## config.mk

```make
export PLATFORM = sky130hd
export DESIGN_NAME = bdsup_top
export DESIGN_NICKNAME = d
export VERILOG_FILES = /design/src/shared/bdsup_pkg.sv /design/src/shared/bdsup_div_if.sv /design/src/hdl/bdsup_top.sv /design/src/hdl/bdsup_divider.sv
export SDC_FILE = /design/constraint.sdc
export NUM_CORES = 1
export LEC_CHECK = 0
export BUFFER_PORTS_ARGS = -buffer_cell sky130_fd_sc_hd__buf_2
export CELL_PAD_IN_SITES_DETAIL_PLACEMENT = 1
export CELL_PAD_IN_SITES_GLOBAL_PLACEMENT = 1
export CORE_MARGIN = 4
export CORE_UTILIZATION = 54
export CTS_BUF_LIST = sky130_fd_sc_hd__clkbuf_8
export DETAILED_ROUTE_END_ITERATION = 8
export HOLD_SLACK_MARGIN = 0.15
export MAX_ROUTING_LAYER = met4
export PLACE_DENSITY = 0.84
export SLEW_MARGIN = 20
export SYNTH_ARGS = -nofsm -noshare
export SYNTH_HDL_FRONTEND = slang
export SYNTH_HIERARCHICAL = 1
export SYNTH_SLANG_ARGS = --single-unit
```

## constraint.sdc

```tcl
create_clock -name sys_clk_i -period 6.9 [get_ports sys_clk_i]
set_input_delay 1.725 -clock sys_clk_i [delete_from_list [all_inputs] [get_ports sys_clk_i]]
set_output_delay 1.725 -clock sys_clk_i [all_outputs]
set_load 0.03 [all_outputs]
```

## src/shared/bdsup_pkg.sv

```systemverilog
// Shared constants, types and state codes for the drive supervisor.
package bdsup_pkg;
	// Clock period and the protection monitoring period.
	localparam int CLK_PERIOD_NS = 25;
	localparam int NS_PER_MS = 1000000;
	localparam int MONITOR_PERIOD_MS = 1;
	localparam int MONITOR_CYCLES = MONITOR_PERIOD_MS * NS_PER_MS / CLK_PERIOD_NS;
	// Converter scale: the full code stands for 111 V.
	localparam int ADC_W = 10;
	localparam int ADC_MAX = 1023;
	localparam int ADC_FULL_V = 111;
	// Per-unit words are 16 bits with 12 fraction bits.
	localparam int PU_W = 16;
	localparam int PU_ONE = 4096;
	localparam int GAIN_SHIFT = 8;
	localparam int GAIN_ONE = 256;
	// Base values: rated voltage and maximum electrical frequency.
	localparam int RATED_V = 24;
	localparam int MAX_RPM = 4000;
	localparam int POLE_PAIRS = 2;
	localparam int SEC_PER_MIN = 60;
	localparam int MILLI = 1000;
	localparam int BASE_FREQ_MHZ = MAX_RPM * MILLI / SEC_PER_MIN * POLE_PAIRS;
	localparam int VOLT_GAIN = ADC_FULL_V * PU_ONE * GAIN_ONE / (ADC_MAX * RATED_V);
	localparam int SPEED_GAIN =
		PU_ONE * GAIN_ONE / SEC_PER_MIN * POLE_PAIRS * MILLI / BASE_FREQ_MHZ;
	// Protection thresholds; the two current limits are set in the analog front end.
	localparam int EXT_OC_LIMIT_MA = 2000;
	localparam int SHUNT_OC_LIMIT_MA = 1470;
	localparam int OV_LIMIT_V = 28;
	localparam int UV_LIMIT_V = 15;
	localparam int OVERSPEED_RPM = 3975;
	localparam int OV_PU = OV_LIMIT_V * PU_ONE / RATED_V;
	localparam int UV_PU = UV_LIMIT_V * PU_ONE / RATED_V;
	localparam int OVERSPEED_PU = OVERSPEED_RPM * SPEED_GAIN / GAIN_ONE;
	// Startup and commutation.
	localparam int ZC_TO_CLOSED = 3;
	localparam int ZC_CNT_W = 2;
	localparam int PAT_W = 3;
	localparam logic [2:0] PAT_LAST = 3'h5;
	localparam logic [2:0] ALIGN_PAT = 3'h0;
	localparam logic [2:0] PAT_NONE = 3'h0;
	localparam logic [2:0] PAT_ALL = 3'h7;
	localparam int PH_CNT_W = 16;
	localparam int DIV_W = 32;
	// Pin synchroniser layout and reset levels.
	localparam int PIN_W = 6;
	localparam int PIN_ESTOP_N = 0;
	localparam int PIN_SHUNT = 1;
	localparam int PIN_ZC = 2;
	localparam int PIN_PAT = 3;
	localparam logic [5:0] PIN_RST = 6'h01;
	// Fault flag positions.
	localparam int FLT_EXT_OC = 0;
	localparam int FLT_SHUNT_OC = 1;
	localparam int FLT_OV = 2;
	localparam int FLT_UV = 3;
	localparam int FLT_SPEED = 4;
	localparam int FLT_TIMEOUT = 5;
	localparam int FLT_PATTERN = 6;
	localparam int FLT_RISE_OVF = 7;
	localparam int NUM_FLT = 8;
	// System mode and startup phase codes.
	typedef enum logic [2:0] {
		SYS_INACTIVE = 3'h1,
		SYS_ACTIVE = 3'h2,
		SYS_ERROR = 3'h4
	} bdsup_sys_e;
	typedef enum logic [4:0] {
		PH_IDLE = 5'h01,
		PH_ALIGN = 5'h02,
		PH_IPD = 5'h04,
		PH_OPEN = 5'h08,
		PH_CLOSED = 5'h10
	} bdsup_phase_e;
endpackage

```

## src/shared/bdsup_div_if.sv

```systemverilog
// Request and answer signals between the supervisor and its divider.
`timescale 1ns/100ps
interface bdsup_div_if;
	import bdsup_pkg::*;
	logic start; // One-cycle request to begin a division.
	logic [DIV_W-1:0] dividend; // May move while busy; the divider keeps its own copy.
	logic [PU_W-1:0] divisor; // May move while busy; the divider keeps its own copy.
	logic busy; // High while the divider iterates.
	logic done; // One-cycle pulse with the quotient valid.
	logic [DIV_W-1:0] quotient; // Result register.
	modport master (output start, dividend, divisor, input busy, done, quotient);
	modport slave (input start, dividend, divisor, output busy, done, quotient);
endinterface

```

## src/hdl/bdsup_top.sv

```systemverilog
// Supervisor for a sensorless 120-degree conducting motor drive.
// Function
// - Duty equals command voltage over bus voltage.
// - Chop upper arms; complementary option at build.
// - System mode: stopped, driving, abnormal.
// - Run mode changes only on events.
// - Operator stop/drive/reset; faults raise error event.
// - Zero crossings give position every 60 degrees.
// - Align, open loop, closed after three crossings.
// - Position detection replaces alignment before open loop.
// - External overcurrent stop input halts output.
// - Shunt comparator overcurrent halts output.
// - Millisecond check: bus above 28 V halts.
// - Millisecond check: bus below 15 V halts.
// - Millisecond check: speed above 3975 rpm halts.
// - No zero crossing within timeout halts output.
// - Unexpected voltage pattern halts output.
// - Rise counter overflow during detection halts.
// - Samples scaled to per-unit; duty unscaled.
// - Bases: rated voltage, maximum electrical frequency.
`timescale 1ns/100ps
module bdsup_top #(
	parameter int MS_CYCLES = bdsup_pkg::MONITOR_CYCLES, // Cycles per monitoring tick.
	parameter int PWM_PERIOD = 2000, // Carrier period in clock cycles.
	parameter int ALIGN_MS = 200, // Draw-in hold time.
	parameter int OL_STEP_MS = 20, // Forced commutation step in open loop.
	parameter int TIMEOUT_MS = 100, // Longest wait for a zero crossing.
	parameter bit COMPLEMENTARY = 1'b0 // Lower arm of chopped phase runs complementary.
) (
	input wire logic sys_clk_i,
	input wire logic arst_n_i,
	input wire logic stop_evt_i,
	input wire logic drive_evt_i,
	input wire logic reset_evt_i,
	input wire logic ipd_en_i,
	input wire logic ipd_done_i,
	input wire logic [bdsup_pkg::PAT_W-1:0] ipd_pat_i,
	input wire logic rise_cnt_ovf_i,
	input wire logic hw_estop_n_i,
	input wire logic shunt_oc_i,
	input wire logic zero_cross_i,
	input wire logic [bdsup_pkg::PAT_W-1:0] pattern_pin_i,
	input wire logic [bdsup_pkg::ADC_W-1:0] vbus_raw_i,
	input wire logic [bdsup_pkg::ADC_W-1:0] vcmd_raw_i,
	input wire logic [bdsup_pkg::PU_W-1:0] speed_rpm_i,
	output bdsup_pkg::bdsup_sys_e sys_mode_o,
	output bdsup_pkg::bdsup_phase_e phase_o,
	output logic [bdsup_pkg::PAT_W-1:0] pattern_o,
	output logic [$clog2(PWM_PERIOD+1)-1:0] duty_o,
	output logic [2:0] gate_hi_o,
	output logic [2:0] gate_lo_o,
	output logic [bdsup_pkg::NUM_FLT-1:0] fault_o,
	output logic err_event_o
);
	import bdsup_pkg::*;
	localparam int DW = $clog2(PWM_PERIOD + 1);
	localparam int MSW = $clog2(MS_CYCLES);

	// Refuse settings that the counters or the divider cannot serve.
	if (MS_CYCLES < 2 || PWM_PERIOD <= DIV_W + 2 || ALIGN_MS < 1 || OL_STEP_MS < 1
			|| TIMEOUT_MS < 1 || TIMEOUT_MS >= 2 ** PH_CNT_W) begin : g_bad_param
		$error("bdsup_top: parameter out of range");
	end

	// Phase drives for a commutation pattern, bit 0 is U, bit 2 is W.
	function automatic logic [2:0] pat_high(input logic [2:0] p);
		case (p)
			3'h0, 3'h1: pat_high = 3'h4;
			3'h2, 3'h3: pat_high = 3'h2;
			3'h4, 3'h5: pat_high = 3'h1;
			default: pat_high = 3'h0;
		endcase
	endfunction

	function automatic logic [2:0] pat_low(input logic [2:0] p);
		case (p)
			3'h0, 3'h5: pat_low = 3'h2;
			3'h1, 3'h2: pat_low = 3'h1;
			3'h3, 3'h4: pat_low = 3'h4;
			default: pat_low = 3'h0;
		endcase
	endfunction

	// Wrap from the sixth pattern back to the first.
	function automatic logic [2:0] pat_next(input logic [2:0] p);
		pat_next = (p == PAT_LAST) ? ALIGN_PAT : p + 3'h1;
	endfunction

	logic [PIN_W-1:0] pin_raw; // Pins gathered for synchronising.
	logic [PIN_W-1:0] pin_s1; // First stage, read only by the second.
	logic [PIN_W-1:0] pin_s2; // Second stage.
	logic [PIN_W-1:0] pin_s3; // Third stage.
	logic [PIN_W-1:0] pin_f; // Accepted level once stages two and three agree.
	logic zc_prev; // Last accepted zero-crossing level.
	logic [MSW-1:0] ms_cnt; // Monitoring tick divider.
	logic [PH_CNT_W-1:0] ph_cnt; // Milliseconds spent in the current step.
	logic [PH_CNT_W-1:0] to_cnt; // Milliseconds since the last zero crossing.
	logic [ZC_CNT_W-1:0] zc_cnt; // Zero crossings seen in open loop.
	logic [DW-1:0] pwm_cnt; // Carrier counter.
	logic [DW-1:0] duty_pend; // Duty waiting for the next carrier period.
	logic [NUM_FLT-1:0] fault_now; // Faults detected this cycle.
	bdsup_sys_e next_sys;
	bdsup_phase_e next_phase;
	logic [PAT_W-1:0] next_pat;
	logic [PH_CNT_W-1:0] next_ph_cnt;
	logic [ZC_CNT_W-1:0] next_zc_cnt;
	logic [2:0] next_hi;
	logic [2:0] next_lo;
	bdsup_div_if div_bus();

	// Pin inputs cross through three flops; a level is taken when two agree.
	assign pin_raw = {pattern_pin_i, zero_cross_i, shunt_oc_i, hw_estop_n_i};
	for (genvar g = 0; g < PIN_W; g++) begin : g_sync
		always_ff @(posedge sys_clk_i or negedge arst_n_i) begin
			if (!arst_n_i) begin
				pin_s1[g] <= PIN_RST[g];
				pin_s2[g] <= PIN_RST[g];
				pin_s3[g] <= PIN_RST[g];
				pin_f[g] <= PIN_RST[g];
			end else begin
				pin_s1[g] <= pin_raw[g];
				pin_s2[g] <= pin_s1[g];
				pin_s3[g] <= pin_s2[g];
				if (pin_s2[g] == pin_s3[g]) begin
					pin_f[g] <= pin_s3[g];
				end
			end
		end
	end

	// Decoded pin levels and status.
	wire ext_oc = !pin_f[PIN_ESTOP_N];
	wire shunt_oc = pin_f[PIN_SHUNT];
	wire zc_edge = pin_f[PIN_ZC] && !zc_prev;
	wire [PAT_W-1:0] pat_obs = pin_f[PIN_PAT +: PAT_W];
	wire ms_tick = ms_cnt == MSW'(MS_CYCLES - 1);
	wire is_act = sys_mode_o == SYS_ACTIVE;
	wire is_err = sys_mode_o == SYS_ERROR;
	wire spinning = phase_o == PH_OPEN || phase_o == PH_CLOSED;
	wire err_evt = |fault_now;
	wire pwm_wrap = pwm_cnt == DW'(PWM_PERIOD - 1);
	wire chop = pwm_cnt < duty_o;

	// Per-unit scaling of the samples; a shared base makes m unit-free.
	wire [23:0] vbus_prod = 24'(vbus_raw_i) * 24'(VOLT_GAIN);
	wire [23:0] vcmd_prod = 24'(vcmd_raw_i) * 24'(VOLT_GAIN);
	wire [31:0] spd_prod = 32'(speed_rpm_i) * 32'(SPEED_GAIN);
	wire [PU_W-1:0] vbus_pu = vbus_prod[GAIN_SHIFT +: PU_W];
	wire [PU_W-1:0] vcmd_pu = vcmd_prod[GAIN_SHIFT +: PU_W];
	wire [PU_W-1:0] speed_pu = spd_prod[GAIN_SHIFT +: PU_W];

	// Modulation factor times the period is formed once per carrier period.
	assign div_bus.start = pwm_cnt == '0;
	assign div_bus.dividend = 32'(vcmd_pu) * 32'(PWM_PERIOD);
	assign div_bus.divisor = vbus_pu;
	wire [DW-1:0] duty_clamp = (div_bus.quotient > DIV_W'(PWM_PERIOD))
		? DW'(PWM_PERIOD) : div_bus.quotient[DW-1:0];

	bdsup_divider u_div (
		.sys_clk_i(sys_clk_i),
		.arst_n_i(arst_n_i),
		.div(div_bus.slave)
	);

	// Fault detection; the millisecond checks sample only on the tick.
	always_comb begin
		fault_now = '0;
		fault_now[FLT_EXT_OC] = ext_oc;
		fault_now[FLT_SHUNT_OC] = shunt_oc;
		fault_now[FLT_OV] = ms_tick && vbus_pu > PU_W'(OV_PU);
		fault_now[FLT_UV] = ms_tick && is_act && vbus_pu < PU_W'(UV_PU);
		fault_now[FLT_SPEED] = ms_tick && is_act && speed_pu > PU_W'(OVERSPEED_PU);
		fault_now[FLT_TIMEOUT] = ms_tick && is_act && spinning
			&& to_cnt == PH_CNT_W'(TIMEOUT_MS - 1);
		fault_now[FLT_PATTERN] = ms_tick && is_act && phase_o == PH_CLOSED
			&& (pat_obs == PAT_NONE || pat_obs == PAT_ALL);
		fault_now[FLT_RISE_OVF] = rise_cnt_ovf_i && phase_o == PH_IPD;
	end

	// System mode moves only on an event; the error event outranks the rest.
	always_comb begin
		next_sys = sys_mode_o;
		unique case (sys_mode_o)
			SYS_INACTIVE: begin
				if (err_evt) begin
					next_sys = SYS_ERROR;
				end else if (drive_evt_i) begin
					next_sys = SYS_ACTIVE;
				end
			end
			SYS_ACTIVE: begin
				if (err_evt) begin
					next_sys = SYS_ERROR;
				end else if (stop_evt_i) begin
					next_sys = SYS_INACTIVE;
				end
			end
			SYS_ERROR: begin
				// A reset is refused while a fault is still present.
				if (reset_evt_i && !err_evt) begin
					next_sys = SYS_INACTIVE;
				end
			end
			default: next_sys = SYS_INACTIVE;
		endcase
	end

	// Startup sequence and commutation pattern.
	always_comb begin
		next_phase = phase_o;
		next_pat = pattern_o;
		next_ph_cnt = ms_tick ? ph_cnt + PH_CNT_W'(1) : ph_cnt;
		next_zc_cnt = zc_cnt;
		if (next_sys != SYS_ACTIVE) begin
			next_phase = PH_IDLE;
			next_ph_cnt = '0;
			next_zc_cnt = '0;
		end else begin
			unique case (phase_o)
				PH_IDLE: begin
					// Detection replaces the draw-in when it is enabled.
					next_phase = ipd_en_i ? PH_IPD : PH_ALIGN;
					next_pat = ALIGN_PAT;
					next_ph_cnt = '0;
				end
				PH_ALIGN: begin
					if (ms_tick && ph_cnt == PH_CNT_W'(ALIGN_MS - 1)) begin
						next_phase = PH_OPEN;
						next_ph_cnt = '0;
					end
				end
				PH_IPD: begin
					next_ph_cnt = '0;
					if (ipd_done_i) begin
						next_phase = PH_OPEN;
						next_pat = (ipd_pat_i > PAT_LAST) ? ALIGN_PAT : ipd_pat_i;
					end
				end
				PH_OPEN: begin
					if (zc_edge) begin
						next_zc_cnt = zc_cnt + ZC_CNT_W'(1);
						if (zc_cnt == ZC_CNT_W'(ZC_TO_CLOSED - 1)) begin
							next_phase = PH_CLOSED;
						end
					end
					if (ms_tick && ph_cnt == PH_CNT_W'(OL_STEP_MS - 1)) begin
						next_pat = pat_next(pattern_o);
						next_ph_cnt = '0;
					end
				end
				PH_CLOSED: begin
					// Each crossing marks a further 60 electrical degrees.
					next_ph_cnt = '0;
					if (zc_edge) begin
						next_pat = pat_next(pattern_o);
					end
				end
			endcase
		end
	end

	// Gate levels follow the state being entered, so a stop lands on the same
	// edge as the mode change. No dead time is inserted in complementary use;
	// the gate driver must supply it.
	wire drive_on = next_sys == SYS_ACTIVE && (next_phase == PH_ALIGN
		|| next_phase == PH_OPEN || next_phase == PH_CLOSED);
	assign next_hi = (drive_on && chop) ? pat_high(next_pat) : 3'h0;
	assign next_lo = drive_on ? (pat_low(next_pat)
		| ((COMPLEMENTARY && !chop) ? pat_high(next_pat) : 3'h0)) : 3'h0;

	// Mode, phase and gate registers.
	always_ff @(posedge sys_clk_i or negedge arst_n_i) begin
		if (!arst_n_i) begin
			sys_mode_o <= SYS_INACTIVE;
			phase_o <= PH_IDLE;
			pattern_o <= ALIGN_PAT;
			gate_hi_o <= 3'h0;
			gate_lo_o <= 3'h0;
		end else begin
			sys_mode_o <= next_sys;
			phase_o <= next_phase;
			pattern_o <= next_pat;
			gate_hi_o <= next_hi;
			gate_lo_o <= next_lo;
		end
	end

	// Counters for the tick, the step timers, the crossings and the carrier.
	always_ff @(posedge sys_clk_i or negedge arst_n_i) begin
		if (!arst_n_i) begin
			ms_cnt <= '0;
			ph_cnt <= '0;
			to_cnt <= '0;
			zc_cnt <= '0;
			zc_prev <= 1'b0;
			pwm_cnt <= '0;
		end else begin
			ms_cnt <= ms_tick ? '0 : ms_cnt + MSW'(1);
			ph_cnt <= next_ph_cnt;
			zc_cnt <= next_zc_cnt;
			zc_prev <= pin_f[PIN_ZC];
			pwm_cnt <= pwm_wrap ? '0 : pwm_cnt + DW'(1);
			if (zc_edge || !spinning) begin
				to_cnt <= '0;
			end else if (ms_tick) begin
				to_cnt <= to_cnt + PH_CNT_W'(1);
			end
		end
	end

	// Duty is taken from the divider and applied only at a period boundary so
	// that no carrier period mixes two duties.
	always_ff @(posedge sys_clk_i or negedge arst_n_i) begin
		if (!arst_n_i) begin
			duty_pend <= '0;
			duty_o <= '0;
		end else begin
			if (div_bus.done) begin
				duty_pend <= duty_clamp;
			end
			if (pwm_wrap) begin
				duty_o <= duty_pend;
			end
		end
	end

	// Sticky fault flags; a new fault wins over a reset in the same cycle.
	always_ff @(posedge sys_clk_i or negedge arst_n_i) begin
		if (!arst_n_i) begin
			fault_o <= '0;
			err_event_o <= 1'b0;
		end else begin
			fault_o <= (fault_o & ~{NUM_FLT{reset_evt_i && is_err}}) | fault_now;
			err_event_o <= err_evt;
		end
	end
endmodule

```

## src/hdl/bdsup_divider.sv

```systemverilog
// Serial restoring divider used to form the modulation factor.
`timescale 1ns/100ps
module bdsup_divider (
	input wire logic sys_clk_i,
	input wire logic arst_n_i,
	bdsup_div_if.slave div
);
	import bdsup_pkg::*;
	localparam int CNT_W = $clog2(DIV_W + 1);

	logic [PU_W-1:0] rem; // Partial remainder, below the divisor unless the divisor is zero.
	logic [DIV_W-1:0] quo; // Dividend shifting out, quotient shifting in.
	logic [CNT_W-1:0] cnt; // Steps left.
	logic [PU_W:0] shifted; // Remainder with the next dividend bit appended.
	logic fits; // The divisor goes into the shifted remainder.
	// Divisor captured at the start, so a bus reading that moves mid-way cannot bend one result.
	logic [PU_W-1:0] dvs;

	assign shifted = {rem, quo[DIV_W-1]};
	assign fits = shifted >= {1'b0, dvs};
	assign div.quotient = quo;

	// One quotient bit per clock; a zero divisor saturates to all ones, which
	// the caller clamps, so a dead bus never produces a wrapped small duty.
	always_ff @(posedge sys_clk_i or negedge arst_n_i) begin
		if (!arst_n_i) begin
			rem <= '0;
			quo <= '0;
			cnt <= '0;
			dvs <= '0;
			div.busy <= 1'b0;
			div.done <= 1'b0;
		end else begin
			div.done <= div.busy && (cnt == CNT_W'(1));
			if (div.start && !div.busy) begin
				rem <= '0;
				quo <= div.dividend;
				dvs <= div.divisor;
				cnt <= CNT_W'(DIV_W);
				div.busy <= 1'b1;
			end else if (div.busy) begin
				rem <= fits ? PU_W'(shifted - {1'b0, dvs}) : shifted[PU_W-1:0];
				quo <= {quo[DIV_W-2:0], fits};
				cnt <= cnt - CNT_W'(1);
				div.busy <= cnt != CNT_W'(1);
			end
		end
	end
endmodule

```

==> flow_metrics.env, run 1 <==
export IMPL_final_common_cell="ha_1"
export IMPL_viasPerCell=6.81
export IMPL_placed_cell_area_um2=18700
export IMPL_grt_antenna_before_repair=1
export IMPL_grt_remaining_overflow=0
export IMPL_crit_fanout=3
export IMPL_io_pins=90
export IMPL_synth_area_um2=16900
export IMPL_post_route_min_period_ns=9.04
export IMPL_drtIter0Drc=1605
export IMPL_violations="setup timing"
export IMPL_cts_buffers=38
export IMPL_async_reset_ff_share_pct=100
export IMPL_drc=0
export IMPL_crit_required_ns=7.29
export IMPL_cap_violations=0
export IMPL_critPathMaxStageDelay_ns=0.65
export IMPL_die_x_um=185
export IMPL_max_freq_ghz=0.111
export IMPL_clk_latency_ns=0.59
export IMPL_synth_main_ff_cell="dfrtp_1"
export IMPL_grt_max_degree=114
export IMPL_whs_ns=0.365
export IMPL_cts_sinks=206
export IMPL_drt_total_wl_um=74200
export IMPL_status="finished, violations left"
export IMPL_dieArea_um2=34100
export IMPL_fin_nets=2381
export IMPL_final_max_slew_violation_count=0
export IMPL_grt_pass1_vias=17300
export IMPL_place_port_buffers=89
export IMPL_wl_per_cell_um=30.4
export IMPL_htreeDepth=2
export IMPL_synth_edf_count=0
export IMPL_path_clk_slew_ns=0.07
export IMPL_die_y_um=185
export IMPL_rows=64
export IMPL_hold_viol_final=0
export IMPL_arrival_ns=9.43
export IMPL_netlist_cell_type_count=82
export IMPL_fp_coreArea_um2=30700
export IMPL_start_kind="input pin"
export IMPL_hold_buffers=0
export IMPL_cts_buffer_depth=3
export IMPL_design_area_um2=20500
export IMPL_fin_crit_sh_pct=131
export IMPL_dp_hpwl_um=37200
export IMPL_worstSetupPathType="input pin to flop"
export IMPL_ys_ff_latch=206
export IMPL_start_util_pct=55.0
export IMPL_area_growth_pct=21.7
export IMPL_n_fill_cell=3349
export IMPL_layout_common_cells="ha_1 (219), dfrtp_1 (199), inv_1 (181)"
export IMPL_finalClockSkew_ns=0.0484
export IMPL_syn_area_per_cell_um2=9.54
export IMPL_hp_start="pin_s1[1]$_DFF_PN0_"
export IMPL_grt_usage_pct=36.8
export IMPL_globalplace_congestion=0.842
export IMPL_ant_nets=0
export IMPL_vias=16600
export IMPL_worst_slack_ns=-2.14
export IMPL_maxSlewHeadroom_pct=29.4
export IMPL_cpMaxStageDelayCell="fa_2"
export IMPL_holdCritPathClass="flop to flop"
export IMPL_setup_violations=21
export IMPL_grt_setup_unrepaired="true"
export IMPL_yosys_warnings=6
export IMPL_synth_cells=1767
export IMPL_grt_pass1_wl_um=96100
export IMPL_cts_tree="built"
export IMPL_dr_pass1_iters=6
export IMPL_r2r_start="ms_cnt[1]$_DFF_PN0_"
export IMPL_layout_drive_gt1_share_pct=22.4
export IMPL_crit_start="vcmd_raw_i[4]"
export IMPL_tightest_slew_ns=1.05
export IMPL_cts_root_buf="clkbuf_8"
export IMPL_crit_top_cell="fa_1"
export IMPL_end_kind="flop"
export IMPL_setup_tns_final_ns=-21.16
export IMPL_seq_area_frac_synth_pct=30.6
==> layout make-up <==
class | instances | area (um2) | share of cell area [%]
Antenna cell | 1 | 2.50 | 0.0122
Sequential cell | 206 | 5160 | 25.2
Timing Repair Buffer | 245 | 1690 | 8.25
Inverter | 186 | 707 | 3.45
Tap cell | 396 | 495 | 2.42
Clock inverter | 22 | 170 | 0.829
Multi-Input combinational cell | 1337 | 11700 | 56.8
Clock buffer | 46 | 633 | 3.09
==> worst max-delay path: cells and delay by family <==
family	cells	cell delay (ns)
AOI/OAI and AO/OA	11	1.70
xor gates and xnor gates	2	0.41
adders and majority gates	10	4.29
buffers and inverters	9	0.87
muxes	1	0.27
and+or+nand+nor	1	0.17
==> synth_stat cells, drive strengths merged, types with 37 or more instances <==
library cell	count	area, um2
ha	242	3030
fa	72	1440
xor2	58	508
nand2	148	558
a21oi	71	355
inv	186	701
o21ai	117	589
xnor2	62	543
clkbuf	37	139
nor3	38	200
nor2	113	424
dfrtp	200	5000
==> kinds of logic (layout without fill, tap and decap cells) <==
group	Yosys count	in the layout	share of synthesized area, %
xor+xnor	120	120	6.23
compound gates	354	354	13.9
buf+inv	234	499	5.47
simple gates	494	494	14.6
flops	206	206	30.6
other cells	1	12	0.0222
fa+ha+maj	320	320	26.9
mux	38	38	2.27
==> sequential cells by signal, indices dropped and copies added (netlist names), 5 cells and up <==
name and count:
phase_o 5, pin_s2 6, pwm_cnt 11, duty_pend 11
ph_cnt 16, u_div/rem 16, u_div/cnt 6, ms_cnt 16
u_div/div.quotient 32, u_div/dvs 16, duty_o 11, pin_s1 6
pin_s3 6, fault_o 8, to_cnt 16
==> metrics by stage <==
stage	setup slack (ns)	util, %	std cells
2_1_floorplan	-1.19	-	1777
3_3_place_gp	-1.49	61.1	2324
3_5_place_dp	-2.13	61.1	2324
4_1_cts	-1.29	65.3	2417
5_1_grt	-2.29	66.9	2439
6_report	-2.14	66.9	2439
==> timing repair <==
action	4_1_cts	5_1_grt
resized for setup	54	66
gates cloned	0	0
endpoints found under the setup margin	15	21
buffers inserted	25	21
pin swaps	70	56
==> final timing paths <==
path	endpoint	slack (ns)	cells past startpoint
max	u_div/div.quotient[25]$_DFFE_PN0P_	-2.14	34
min	pin_s2[1]$_DFF_PN0_	0.37	0
max reg2reg	gate_hi_o[0]$_DFF_PN0_	2.41	12
min reg2reg	pin_s2[1]$_DFF_PN0_	0.37	0
max in group asynchronous	pin_f[2]$_DFFE_PN0N_	4.27	2
min in group asynchronous	sys_mode_o[2]$_DFF_PN0_	1.27	1
==> per-layer routing <==
metal	routed length, um	track usage [%]	share of wire, %	vias to the layer above
li1	-	-	-	6677
met4	8110	19.4	11	0
met1	24700	40.5	33	8188
met5	0	-	0	-
met3	5940	5.68	8.0	583
met2	35400	64.2	48	1161
Power of run 1 is left out: the tool's default activity adds up to more than one toggle a clock period on the data nets, which glitch-free logic cannot reach.
==> run 2, diff against run 1 <==
--- a/config.mk
+++ b/config.mk
@@ -15,6 +15,7 @@
 export HOLD_SLACK_MARGIN = 0.15
 export MAX_ROUTING_LAYER = met4
 export PLACE_DENSITY = 0.84
+export RECOVER_POWER = 100
 export SLEW_MARGIN = 20
 export SYNTH_ARGS = -nofsm -noshare
 export SYNTH_HDL_FRONTEND = slang
==> run 2 against run 1 <==
Net effect: the run ends with capacitance limit, slew limit, setup timing left; final cell count did not move; critical path depth unchanged; cell area hardly changed; worst setup slack worse by 0.020 ns; die area did not move; maximum frequency down 0.22%; clock-buffer cell count stayed put; first-iteration DRC count increased by 1.9%; via count up 0.20%; sequential share of layout area is essentially flat; routed wire length unchanged.
==> flow_metrics.env, run 2 (synthesis results as in run 1) <==
export IMPL_drtIter0Drc=1636
export IMPL_drt_total_wl_um=74200
export IMPL_fp_coreArea_um2=30700
export IMPL_final_max_slew_violation_count=114
export IMPL_cts_tree="built"
export IMPL_critPathBufInv=9
export IMPL_dr_pass1_iters=8
export IMPL_layout_common_cells="ha_1 (219), dfrtp_1 (199), inv_1 (181)"
export IMPL_final_common_cell="ha_1"
export IMPL_hold_viol_final=0
export IMPL_rrSetupSlack_ns=2.44
export IMPL_worst_slack_ns=-2.16
export IMPL_status="finished, violations left"
export IMPL_multi_input_area_um2=11600
export IMPL_largest_reg_flops=32
export IMPL_vias=16600
export IMPL_htreeDepth=2
export IMPL_crit_fanout=3
export IMPL_grt_remaining_overflow=0
export IMPL_fin_crit_sh_pct=131
export IMPL_n_fill_cell=3355
export IMPL_grt_max_degree=114
export IMPL_drc=0
export IMPL_cp_top_family="adder cells"
export IMPL_violations="capacitance limit, slew limit, setup timing"
export IMPL_grt_pass1_vias=17300
export IMPL_start_util_pct=55.0
export IMPL_start_kind="input pin"
export IMPL_end_kind="flop"
export IMPL_rows=64
export IMPL_critPathMaxStageDelay_ns=0.66
export IMPL_cts_buffers=38
export IMPL_seq_area_um2=5160
export IMPL_cts_sinks=206
export IMPL_arrival_ns=9.45
export IMPL_grt_antenna_before_repair=1
export IMPL_fin_nets=2381
export IMPL_die_x_um=185
export IMPL_setup_violations=20
export IMPL_whs_ns=0.372
export IMPL_finalClockSkew_ns=0.0514
export IMPL_max_freq_ghz=0.110
export IMPL_clk_latency_ns=0.58
export IMPL_place_port_buffers=89
export IMPL_crit_top_cell="fa_1"
export IMPL_cpMaxStageDelayCell="fa_2"
export IMPL_area_growth_pct=21.6
export IMPL_ant_nets=0
export IMPL_final_cells=2439
export IMPL_path_clk_slew_ns=0.07
export IMPL_wl_per_cell_um=30.4
export IMPL_maxSlewHeadroom_pct=-111
export IMPL_grt_pass1_wl_um=96100
export IMPL_cts_root_buf="clkbuf_8"
export IMPL_globalplace_congestion=0.842
export IMPL_tightest_slew_ns=3.16
export IMPL_post_route_min_period_ns=9.06
export IMPL_io_pins=90
export IMPL_place_inst=2324
export IMPL_cap_violations=1
export IMPL_crit_required_ns=7.29
export IMPL_cts_buffer_depth=3
export IMPL_holdCritPathClass="flop to flop"
export IMPL_viasPerCell=6.82
export IMPL_grt_usage_pct=36.8
export IMPL_die_y_um=185
export IMPL_layout_drive_gt1_share_pct=22.3
export IMPL_grt_setup_unrepaired="true"
export IMPL_setup_tns_final_ns=-20.81
export IMPL_dieArea_um2=34100
export IMPL_worstSetupPathType="input pin to flop"
export IMPL_dp_hpwl_um=37200
==> run 2: final cells by class <==
type | instances | area share [%]
multi-input combinational | 1337 | 56.8
sequential | 206 | 25.2
timing repair buffer | 245 | 8.20
inverter | 186 | 3.45
clock buffer | 46 | 3.09
tap | 396 | 2.42
clock inverter | 22 | 0.830
antenna | 1 | 0.0122
==> run 2: worst paths after layout <==
path | startpoint | end | depth (start not counted)
worst max-delay path | vcmd_raw_i[4] | u_div/div.quotient[25]$_DFFE_PN0P_ | 34
worst min-delay path | pin_s1[1]$_DFF_PN0_ | pin_s2[1]$_DFF_PN0_ | 0
worst max register to register | ms_cnt[1]$_DFF_PN0_ | gate_lo_o[1]$_DFF_PN0_ | 13
worst min register to register | pin_s1[1]$_DFF_PN0_ | pin_s2[1]$_DFF_PN0_ | 0
max in group asynchronous | arst_n_i | pin_f[2]$_DFFE_PN0N_ | 2
min in group asynchronous | arst_n_i | sys_mode_o[2]$_DFF_PN0_ | 1
==> run 2: repair_timing <==
item / in CTS / in global routing
hold buffers: 0 / 0
setup endpoints to repair: 15 / 21
resized for setup: 54 / 66
cloned: 0 / 0
setup buffers: 25 / 21
pin swaps: 70 / 56
==> run 2: metrics by stage <==
stage | setup WS [ns] | instance area (um2) | util (%)
floorplan | -1.19 | 17200 | -
global placement | -1.49 | 18700 | 61.1
detailed placement | -2.13 | 18700 | 61.1
CTS | -1.29 | 20000 | 65.3
global route | -2.29 | 20500 | 66.8
finish | -2.16 | 20500 | 66.8
==> run 2: metal layers <==
metal	part of all wire (%)	track usage, %	wire length [um]	vias to the layer above
li1	-	-	-	6693
met1	33	40.5	24800	8153
met2	48	64.2	35400	1199
met3	7.9	5.68	5870	597
met4	11	19.4	8110	0
met5	0	-	0	-
Power of run 2 is left out for the same reason.
